--- config.mk ---
export PLATFORM = sky130hd
export DESIGN_NAME = nidab_builder
export DESIGN_NICKNAME = d
export VERILOG_FILES = /design/src/logic/nidab_builder.v /design/src/logic/nidab_fifo.v
export VERILOG_INCLUDE_DIRS = /design/src /design/src/logic
export SDC_FILE = /design/constraint.sdc
export NUM_CORES = 1
export LEC_CHECK = 0
export BUFFER_PORTS_ARGS = -buffer_cell sky130_fd_sc_hd__buf_2
export CORE_ASPECT_RATIO = 1.5
export CORE_MARGIN = 4
export CORE_UTILIZATION = 35
export DETAILED_ROUTE_END_ITERATION = 6
export HOLD_SLACK_MARGIN = 0.03
export PLACE_DENSITY_LB_ADDON = 0.2
export SETUP_SLACK_MARGIN = 0.1
export SYNTH_ARGS = -nofsm -noshare
export SYNTH_HDL_FRONTEND = slang
export SYNTH_SLANG_ARGS = --single-unit
--- constraint.sdc ---
create_clock -name mclk_in -period 2.46 [get_ports mclk_in]
set_input_delay 0.123 -clock mclk_in [delete_from_list [all_inputs] [get_ports mclk_in]]
set_output_delay 0.123 -clock mclk_in [all_outputs]
set_load 0.05 [all_outputs]
--- src/logic/nidab_defs.vh ---
`ifndef NIDAB_DEFS_VH
`define NIDAB_DEFS_VH
// ---------------------------------------------------------------
// Payload constants
// ---------------------------------------------------------------
`define NIDAB_ACC_CODE 8'h02
`define NIDAB_ZERO_BYTE 8'h00
`define NIDAB_FMT_COMMON 8'h00
`define NIDAB_FMT_ULP_LO 8'h01
`define NIDAB_FMT_ULP_HI 8'hde
`define NIDAB_FMT_TOPO 8'hdf
`define NIDAB_FMT_VEND_LO 8'he0
`define NIDAB_COMMON_LEN 8'h10
`define NIDAB_COMMON_WORDS 3'h4
`define NIDAB_SPEC_MAX 8'hfc
`define NIDAB_PHY_NONE 2'h0
`define NIDAB_PHY_FC 2'h1
`define NIDAB_PHY_ETH 2'h2
`define NIDAB_PHY_RSVD 2'h3
`define NIDAB_RSVD6 6'h00
`define NIDAB_LEN_ALIGN 2'h0
`define NIDAB_WORD_DEPTH 4
`endif

--- src/logic/nidab_builder.v ---
// Notes on behaviour
// - Word 0 is 02h then three zeros.
// - Common block from word 2, specific follows.
// - Format 00h returns common block only.
// - 01h..DEh: protocol specific data, common optional.
// - DFh: common block plus topology data.
// - E0h..FFh: vendor data, common optional.
// - Common length 16 when block present.
// - Common length zero when block absent.
// - Word 1 bits 15-14 carry phy type.
// - Phy 00 none, 01 FC, 10 Ethernet.
// - Word 1 bits 13-8 are reserved zero.
// - Specific length is byte count, multiple four.
// - Specific length within 0 to 252.
// - Common words 0-1 carry port name.
// - Common words 2-3 carry node name.
// - Layout chosen by format value.
// - Reject when refused, accept only when accepted.
// - Unsupported: reject, or common block only.
`timescale 1ns/1ns
`include "nidab_defs.vh"
module nidab_builder #(
	parameter SPEC_AW = 6
) (
	input wire mclk_in,
	input wire rst_in,
	input wire ce_in,
	input wire req_valid_in,
	input wire [7:0] req_format_in,
	input wire rnid_enable_in,
	input wire fmt_supported_in,
	input wire unsup_common_only_in,
	input wire ulp_common_in,
	input wire vend_common_in,
	input wire [1:0] phy_type_in,
	input wire [63:0] port_name_in,
	input wire [63:0] node_name_in,
	input wire [7:0] spec_len_in,
	output reg [SPEC_AW-1:0] spec_addr_out,
	input wire [31:0] spec_word_in,
	output reg busy_out,
	output reg rjt_valid_out,
	output reg rjt_unsup_cmd_out,
	output reg rjt_no_data_out,
	output reg acc_valid_out,
	input wire acc_ready_in,
	output reg [31:0] acc_word_out,
	output reg acc_last_out
);
	// ---------------------------------------------------------------
	// States
	// ---------------------------------------------------------------
	localparam ST_IDLE = 5'b00001;
	localparam ST_W0 = 5'b00010;
	localparam ST_W1 = 5'b00100;
	localparam ST_COM = 5'b01000;
	localparam ST_SPEC = 5'b10000;

	reg [4:0] state_r;
	reg [7:0] fmt_r;
	reg com_r;
	reg [7:0] slen_r;
	reg [1:0] phy_r;
	reg [2:0] cidx_r;
	reg [SPEC_AW-1:0] sidx_r;
	reg [31:0] word;
	reg wlast;
	reg push;
	reg want_com;
	reg take_spec;
	reg [7:0] slen_clip;
	wire f_ready;
	wire f_valid;
	wire [32:0] f_data;
	wire [SPEC_AW-1:0] spec_words;

	// ---------------------------------------------------------------
	// Request decode
	// ---------------------------------------------------------------
	// Decide which blocks the reply holds for the requested format.
	always @* begin
		want_com = 1'b1;
		take_spec = 1'b0;
		if (req_format_in == `NIDAB_FMT_COMMON) begin
			want_com = 1'b1;
			take_spec = 1'b0;
		end else if (!fmt_supported_in) begin
			want_com = 1'b1;
			take_spec = 1'b0;
		end else if (req_format_in == `NIDAB_FMT_TOPO) begin
			want_com = 1'b1;
			take_spec = 1'b1;
		end else if (req_format_in <= `NIDAB_FMT_ULP_HI) begin
			want_com = ulp_common_in;
			take_spec = 1'b1;
		end else begin
			want_com = vend_common_in;
			take_spec = 1'b1;
		end
		slen_clip = {spec_len_in[7:2], `NIDAB_LEN_ALIGN};
		if (!take_spec) begin
			slen_clip = `NIDAB_ZERO_BYTE;
		end else if (slen_clip > `NIDAB_SPEC_MAX) begin
			slen_clip = `NIDAB_SPEC_MAX;
		end
	end

	assign spec_words = slen_r[SPEC_AW+1:2];

	// ---------------------------------------------------------------
	// Payload word select
	// ---------------------------------------------------------------
	// ascending word order
	always @* begin
		word = 32'h00000000;
		wlast = 1'b0;
		push = 1'b0;
		case (state_r)
		ST_W0: begin
			push = 1'b1;
			word = {`NIDAB_ACC_CODE, `NIDAB_ZERO_BYTE,
				`NIDAB_ZERO_BYTE, `NIDAB_ZERO_BYTE};
		end
		ST_W1: begin
			push = 1'b1;
			word = {fmt_r,
				com_r ? `NIDAB_COMMON_LEN : `NIDAB_ZERO_BYTE,
				phy_r, `NIDAB_RSVD6, slen_r};
			wlast = ~com_r & (slen_r == `NIDAB_ZERO_BYTE);
		end
		ST_COM: begin
			push = 1'b1;
			case (cidx_r[1:0])
			2'h0: begin
				word = port_name_in[63:32];
			end
			2'h1: begin
				word = port_name_in[31:0];
			end
			2'h2: begin
				word = node_name_in[63:32];
			end
			default: begin
				word = node_name_in[31:0];
			end
			endcase
			wlast = (cidx_r == `NIDAB_COMMON_WORDS - 3'h1) &
				(slen_r == `NIDAB_ZERO_BYTE);
		end
		ST_SPEC: begin
			push = 1'b1;
			word = spec_word_in;
			wlast = (sidx_r == spec_words - 1'b1);
		end
		default: begin
			push = 1'b0;
		end
		endcase
	end

	// ---------------------------------------------------------------
	// Sequencer
	// ---------------------------------------------------------------
	// The FIFO ready stalls every step, so a slow sink pauses the reply.
	always @(posedge mclk_in) begin
		if (rst_in) begin
			state_r <= ST_IDLE;
			fmt_r <= `NIDAB_ZERO_BYTE;
			com_r <= 1'b0;
			slen_r <= `NIDAB_ZERO_BYTE;
			phy_r <= `NIDAB_PHY_NONE;
			cidx_r <= 3'h0;
			sidx_r <= {SPEC_AW{1'b0}};
			spec_addr_out <= {SPEC_AW{1'b0}};
			busy_out <= 1'b0;
			rjt_valid_out <= 1'b0;
			rjt_unsup_cmd_out <= 1'b0;
			rjt_no_data_out <= 1'b0;
		end else if (ce_in) begin
			rjt_valid_out <= 1'b0;
			case (state_r)
			ST_IDLE: begin
				cidx_r <= 3'h0;
				sidx_r <= {SPEC_AW{1'b0}};
				spec_addr_out <= {SPEC_AW{1'b0}};
				if (req_valid_in) begin
					if (!rnid_enable_in) begin
						rjt_valid_out <= 1'b1;
						rjt_unsup_cmd_out <= 1'b1;
						rjt_no_data_out <= 1'b0;
					end else if (!fmt_supported_in &&
						req_format_in != `NIDAB_FMT_COMMON &&
						!unsup_common_only_in) begin
						rjt_valid_out <= 1'b1;
						rjt_unsup_cmd_out <= 1'b0;
						rjt_no_data_out <= 1'b1;
					end else begin
						state_r <= ST_W0;
						busy_out <= 1'b1;
						fmt_r <= req_format_in;
						com_r <= want_com;
						slen_r <= slen_clip;
						phy_r <= (phy_type_in == `NIDAB_PHY_RSVD) ?
							`NIDAB_PHY_NONE : phy_type_in;
					end
				end
			end
			ST_W0: begin
				if (f_ready) begin
					state_r <= ST_W1;
				end
			end
			ST_W1: begin
				if (f_ready) begin
					if (com_r) begin
						state_r <= ST_COM;
					end else if (slen_r != `NIDAB_ZERO_BYTE) begin
						state_r <= ST_SPEC;
					end else begin
						state_r <= ST_IDLE;
						busy_out <= 1'b0;
					end
				end
			end
			ST_COM: begin
				if (f_ready) begin
					cidx_r <= cidx_r + 3'h1;
					if (cidx_r == `NIDAB_COMMON_WORDS - 3'h1) begin
						if (slen_r != `NIDAB_ZERO_BYTE) begin
							state_r <= ST_SPEC;
						end else begin
							state_r <= ST_IDLE;
							busy_out <= 1'b0;
						end
					end
				end
			end
			ST_SPEC: begin
				if (f_ready) begin
					sidx_r <= sidx_r + 1'b1;
					spec_addr_out <= sidx_r + 1'b1;
					if (wlast) begin
						state_r <= ST_IDLE;
						busy_out <= 1'b0;
					end
				end
			end
			default: begin
				state_r <= ST_IDLE;
			end
			endcase
		end
	end

	// ---------------------------------------------------------------
	// Output buffer and registered stream port
	// ---------------------------------------------------------------
	nidab_fifo #(
		.WIDTH(33),
		.DEPTH(`NIDAB_WORD_DEPTH),
		.AW(2)
	) u_fifo (
		.mclk_in(mclk_in),
		.rst_in(rst_in),
		.ce_in(ce_in),
		.in_valid_in(push),
		.in_ready_out(f_ready),
		.in_data_in({wlast, word}),
		.out_valid_out(f_valid),
		.out_ready_in(~acc_valid_out | acc_ready_in),
		.out_data_out(f_data)
	);

	// Output stage registers the FIFO head so outputs come from flops.
	always @(posedge mclk_in) begin
		if (rst_in) begin
			acc_valid_out <= 1'b0;
			acc_word_out <= 32'h00000000;
			acc_last_out <= 1'b0;
		end else if (ce_in) begin
			if (~acc_valid_out | acc_ready_in) begin
				acc_valid_out <= f_valid;
				acc_word_out <= f_data[31:0];
				acc_last_out <= f_data[32];
			end
		end
	end
endmodule

--- src/logic/nidab_fifo.v ---
`timescale 1ns/1ns
// ---------------------------------------------------------------
// Small synchronous FIFO with valid/ready on both sides
// ---------------------------------------------------------------
module nidab_fifo #(
	parameter WIDTH = 33,
	parameter DEPTH = 4,
	parameter AW = 2
) (
	input wire mclk_in,
	input wire rst_in,
	input wire ce_in,
	input wire in_valid_in,
	output wire in_ready_out,
	input wire [WIDTH-1:0] in_data_in,
	output wire out_valid_out,
	input wire out_ready_in,
	output wire [WIDTH-1:0] out_data_out
);
	reg [WIDTH-1:0] mem [0:DEPTH-1];
	reg [AW-1:0] wp_r;
	reg [AW-1:0] rp_r;
	reg [AW:0] cnt_r;
	wire push;
	wire pop;

	// Full and empty come straight from the occupancy count.
	assign in_ready_out = (cnt_r != DEPTH[AW:0]);
	assign out_valid_out = (cnt_r != {(AW+1){1'b0}});
	assign out_data_out = mem[rp_r];
	assign push = ce_in & in_valid_in & in_ready_out;
	assign pop = ce_in & out_valid_out & out_ready_in;

	// Storage has no reset; only pointers and count carry control state.
	always @(posedge mclk_in) begin
		if (push) begin
			mem[wp_r] <= in_data_in;
		end
	end

	// Pointers wrap; DEPTH is expected to be a power of two.
	always @(posedge mclk_in) begin
		if (rst_in) begin
			wp_r <= {AW{1'b0}};
			rp_r <= {AW{1'b0}};
			cnt_r <= {(AW+1){1'b0}};
		end else begin
			if (push) begin
				wp_r <= wp_r + 1'b1;
			end
			if (pop) begin
				rp_r <= rp_r + 1'b1;
			end
			if (push & ~pop) begin
				cnt_r <= cnt_r + 1'b1;
			end else if (pop & ~push) begin
				cnt_r <= cnt_r - 1'b1;
			end
		end
	end
endmodule

==> qor.yml <==
crit_path_max_fanout: 5
cap_violations: 0
slowest_delay_ns: 0.40
ios: 232
yosys_warnings: 0
route.detailed.drc: 0
drive_above_1_share_pct: 34.66
fin_skew_ns: 0.005994
crit_required_ns: 2.89
synth_edf_count: 132
cts-root-buf: "clkbuf_16"
final_cell_count_no_fill: 1390
fillers: 2366
synth_ff_type: "edfxtp_1"
power_mw: 8.418
cts_buffer_depth: 3
hold_viol_final: 0
fp.dieW_um: 140.6
fin_crit_sh_pct: 93.36
worstPathCellList: "xor2_2 -> o211ai_1 -> a21oi_2 -> ha_2 -> inv_1 -> fa_2 -> xor2_1 -> or3_1 -> a21oi_1"
ff2ff_setup_slack_ns: 0.16
critical_path_arrival_ns: 2.72
cp_num_buf_inv: 1
port_buffers: 229
areaGrowthSynthToFinish_pct: 29.41
initial_utilization_pct: 35.69
min_path_type: "in -> reg"
drtIter0Drc: 432
worstRegToRegCells: 9
ys_ff_latch: 208
tns_ns: 0
rsz0062_at_grt: "yes"
synth_cells: 779
synth.distinct_cells: 50
overflow: 0
num_rows: 72
grt_usage_pct: 18.63
ctsHtreeMaxLevel: 1
core-area_um2: 25850
syn_nets: 982
path_clk_slew_ns: 0.06
path_delay_family: "adder cells"
worstSetupPathType: "reg -> reg"
clkSinkCount: 208
worst_slew_pin_slew_ns: 0.7724
finalCriticalPeriod_ns: 2.297
grt_max_degree: 36
antenna_left: 0
grt_pass1_wl_um: 41680
dieArea_um2: 29080
maxClockFrequency_ghz: 0.4354
synthArstFlopShare_pct: 0
clk_latency_ns: 0.50
dp_cells: 1328
holdWs_ns: 0.05774
wl_per_cell_um: 20.21
vias_per_cell: 5.314
nNetsFinal: 1243
fin_util_pct: 46.18
die_h_um: 206.9
setup_viol: 0
yosysTopAreaCell: "edfxtp_1"
vias: 7387
worstSetupStartpointType: "flop"
critPathCaptureType: "flop"
leakage_nw: 4.655
wl_um: 28090
ys_seq_area_share_pct: 59.45
firstDrtPassIters: 5
vdd_drop_max_mv: 0.4968
yosysTopAreaCellShare_pct: 42.96
avgSynthCellArea_um2: 11.84
hold_path.startpoint: "spec_word_in[8]"
cts_buffers: 22
timing.rr.start: "state_r[3]$_SDFFE_PP0P_"
hpwl_um: 20140
outcome: "finished clean"
slew_viol_final: 0
cts_tree: "built"
gp_congestion: 0.8629
cpMaxStageDelayCell: "dfxtp_2"
netlist_area_um2: 9226
grt_pass1_vias: 7300
holdPathStages: 3
antenna_found_initial: 6
relSlewSlack_pct: 48.07
whs_endpoint: "u_fifo.mem[2][8]$_DFFE_PP_"
powerDensity_nw_per_um2: 705.0
ys_top_cells_by_area: "edfxtp_1 43%, dfxtp_1 16%, mux4_2 8.1%"
worstReg2RegEnd: "u_fifo.cnt_r[2]$_SDFFE_PP0P_"
-- cell type report --
| type | instances | area (um^2) | area share, % |
|---|---|---|---|
| repair buffers | 291 | 1747 | 14.63 |
| inverters | 18 | 67.56 | 0.5659 |
| clock buffers | 30 | 601.8 | 5.040 |
| clock inverters | 10 | 43.79 | 0.3668 |
| diodes | 1 | 2.502 | 0.02096 |
| flip-flops and latches | 208 | 5502 | 46.08 |
| multi-input cells | 499 | 3560 | 29.81 |
| well taps | 333 | 416.7 | 3.489 |
-- per-stage QoR --
stage	setup WS (ns)	instance area, um^2
CTS	0.1359	11900
floorplan	0.1116	9271
finish	0.1634	11940
global route	0.03950	11940
detailed placement	0.05910	11060
global placement	0.1175	11060
-- per-layer routing --
metal	part of all wire, %	up-vias	track usage (%)
met5	0.22	-	0
met4	2.2	10	5.367
met3	7.0	45	3.734
met2	52	274	34.42
met1	39	3588	21.88
li1	-	3470	-
-- sequential cells by signal, summed over array words and instances (netlist names) --
register,flops
u_fifo.wp_r,2
busy_out,1
rjt_valid_out,1
u_fifo.rp_r,2
acc_valid_out,1
rjt_no_data_out,1
cidx_r,3
u_fifo.cnt_r,3
fmt_r,8
phy_r,2
state_r,5
acc_last_out,1
u_fifo.mem,132
slen_r,6
sidx_r,6
acc_word_out,32
rjt_unsup_cmd_out,1
com_r,1
-- worst max path at each step --
stage	startpoint	slack, ns	to	depth (start not counted)
2_1_floorplan	state_r[3]$_SDFFE_PP0P_	0.11	u_fifo.cnt_r[2]$_SDFFE_PP0P_	10
3_3_place_gp	state_r[2]$_SDFFE_PP0P_	0.12	u_fifo.cnt_r[2]$_SDFFE_PP0P_	9
3_5_place_dp	state_r[2]$_SDFFE_PP0P_	0.06	u_fifo.cnt_r[2]$_SDFFE_PP0P_	9
4_1_cts	state_r[2]$_SDFFE_PP0P_	0.14	u_fifo.cnt_r[2]$_SDFFE_PP0P_	9
5_1_grt	state_r[2]$_SDFFE_PP0P_	0.04	u_fifo.cnt_r[2]$_SDFFE_PP0P_	9
6_report	state_r[3]$_SDFFE_PP0P_	0.16	u_fifo.cnt_r[2]$_SDFFE_PP0P_	9
-- kinds of logic (layout without fill, tap and decap cells) --
group | Yosys count | count (layout) | synth area share, %
xor+xnor | 16 | 16 | 1.519
compound gates | 205 | 205 | 14.42
mux | 43 | 43 | 9.140
other cells | 0 | 1 | 0
flops | 208 | 208 | 59.45
buf+inv | 72 | 349 | 2.929
fa+ha+maj | 15 | 15 | 2.116
simple gates | 220 | 220 | 10.43
-- cells in the final DEF (no fill, tap or decap), drive strengths merged, types with 5 or more instances in the layout --
cell	count
a21oi	83
inv	18
a222oi	32
edfxtp	132
nor3b	5
a22oi	23
and2	6
dfxtp	76
buf	272
nor2	79
xor2	12
mux4	33
ha	14
o211ai	5
clkbuf	30
nand2	95
mux2i	10
o21ai	41
dlygate4sd3	19
nor3	6
clkinv	9
-- synthesized netlist by cell type, types with 2 or more instances --
cell type and instances:
o311ai_1 3, nand3b_1 3, or4_1 2, nand2_1 95
a221oi_1 2, inv_1 18, a21oi_1 83, a22oi_1 23
a31oi_1 2, buf_1 5, nor3b_1 5, o21ai_1 4
or3_1 2, o21a_1 2, a222oi_1 32, nor3_1 6
nand2b_1 4, o211ai_1 5, o31ai_1 4, xor2_1 12
and2_1 6, and3_1 4, dfxtp_1 76, clkbuf_1 49
mux2i_1 10, nand4_1 3, mux4_2 33, nand3_1 4
ha_1 14, edfxtp_1 132, nor2_1 78, o21ai_0 37
xnor2_1 4
-- report_power, final --
part | leakage [nW] | switching (mW) | total, mW | internal [mW]
registers | 1.84 | 0.100 | 3.91 | 3.81
logic | 2.50 | 0.904 | 1.49 | 0.589
clock network | 0.315 | 1.30 | 3.01 | 1.71
-- worst min-delay path: cells and delay by family --
family	cells	cell delay, ns
AO/OA/AOI/OAI	1	0.17
AND/OR/NAND/NOR	1	0.03
buffers and inverters	1	0.07
-- what timing repair did --
| action | CTS | global route |
|---|---|---|
| pin swaps | 0 | 3 |
| endpoints found under the setup margin | 1 | 20 |
| endpoints found under the hold margin | 23 | 0 |
| hold buffers | 19 | 0 |
| gates resized for setup | 2 | 10 |
| setup buffers | 0 | 2 |
| cloned | 0 | 0 |
Power figures use the tool's default switching activity.
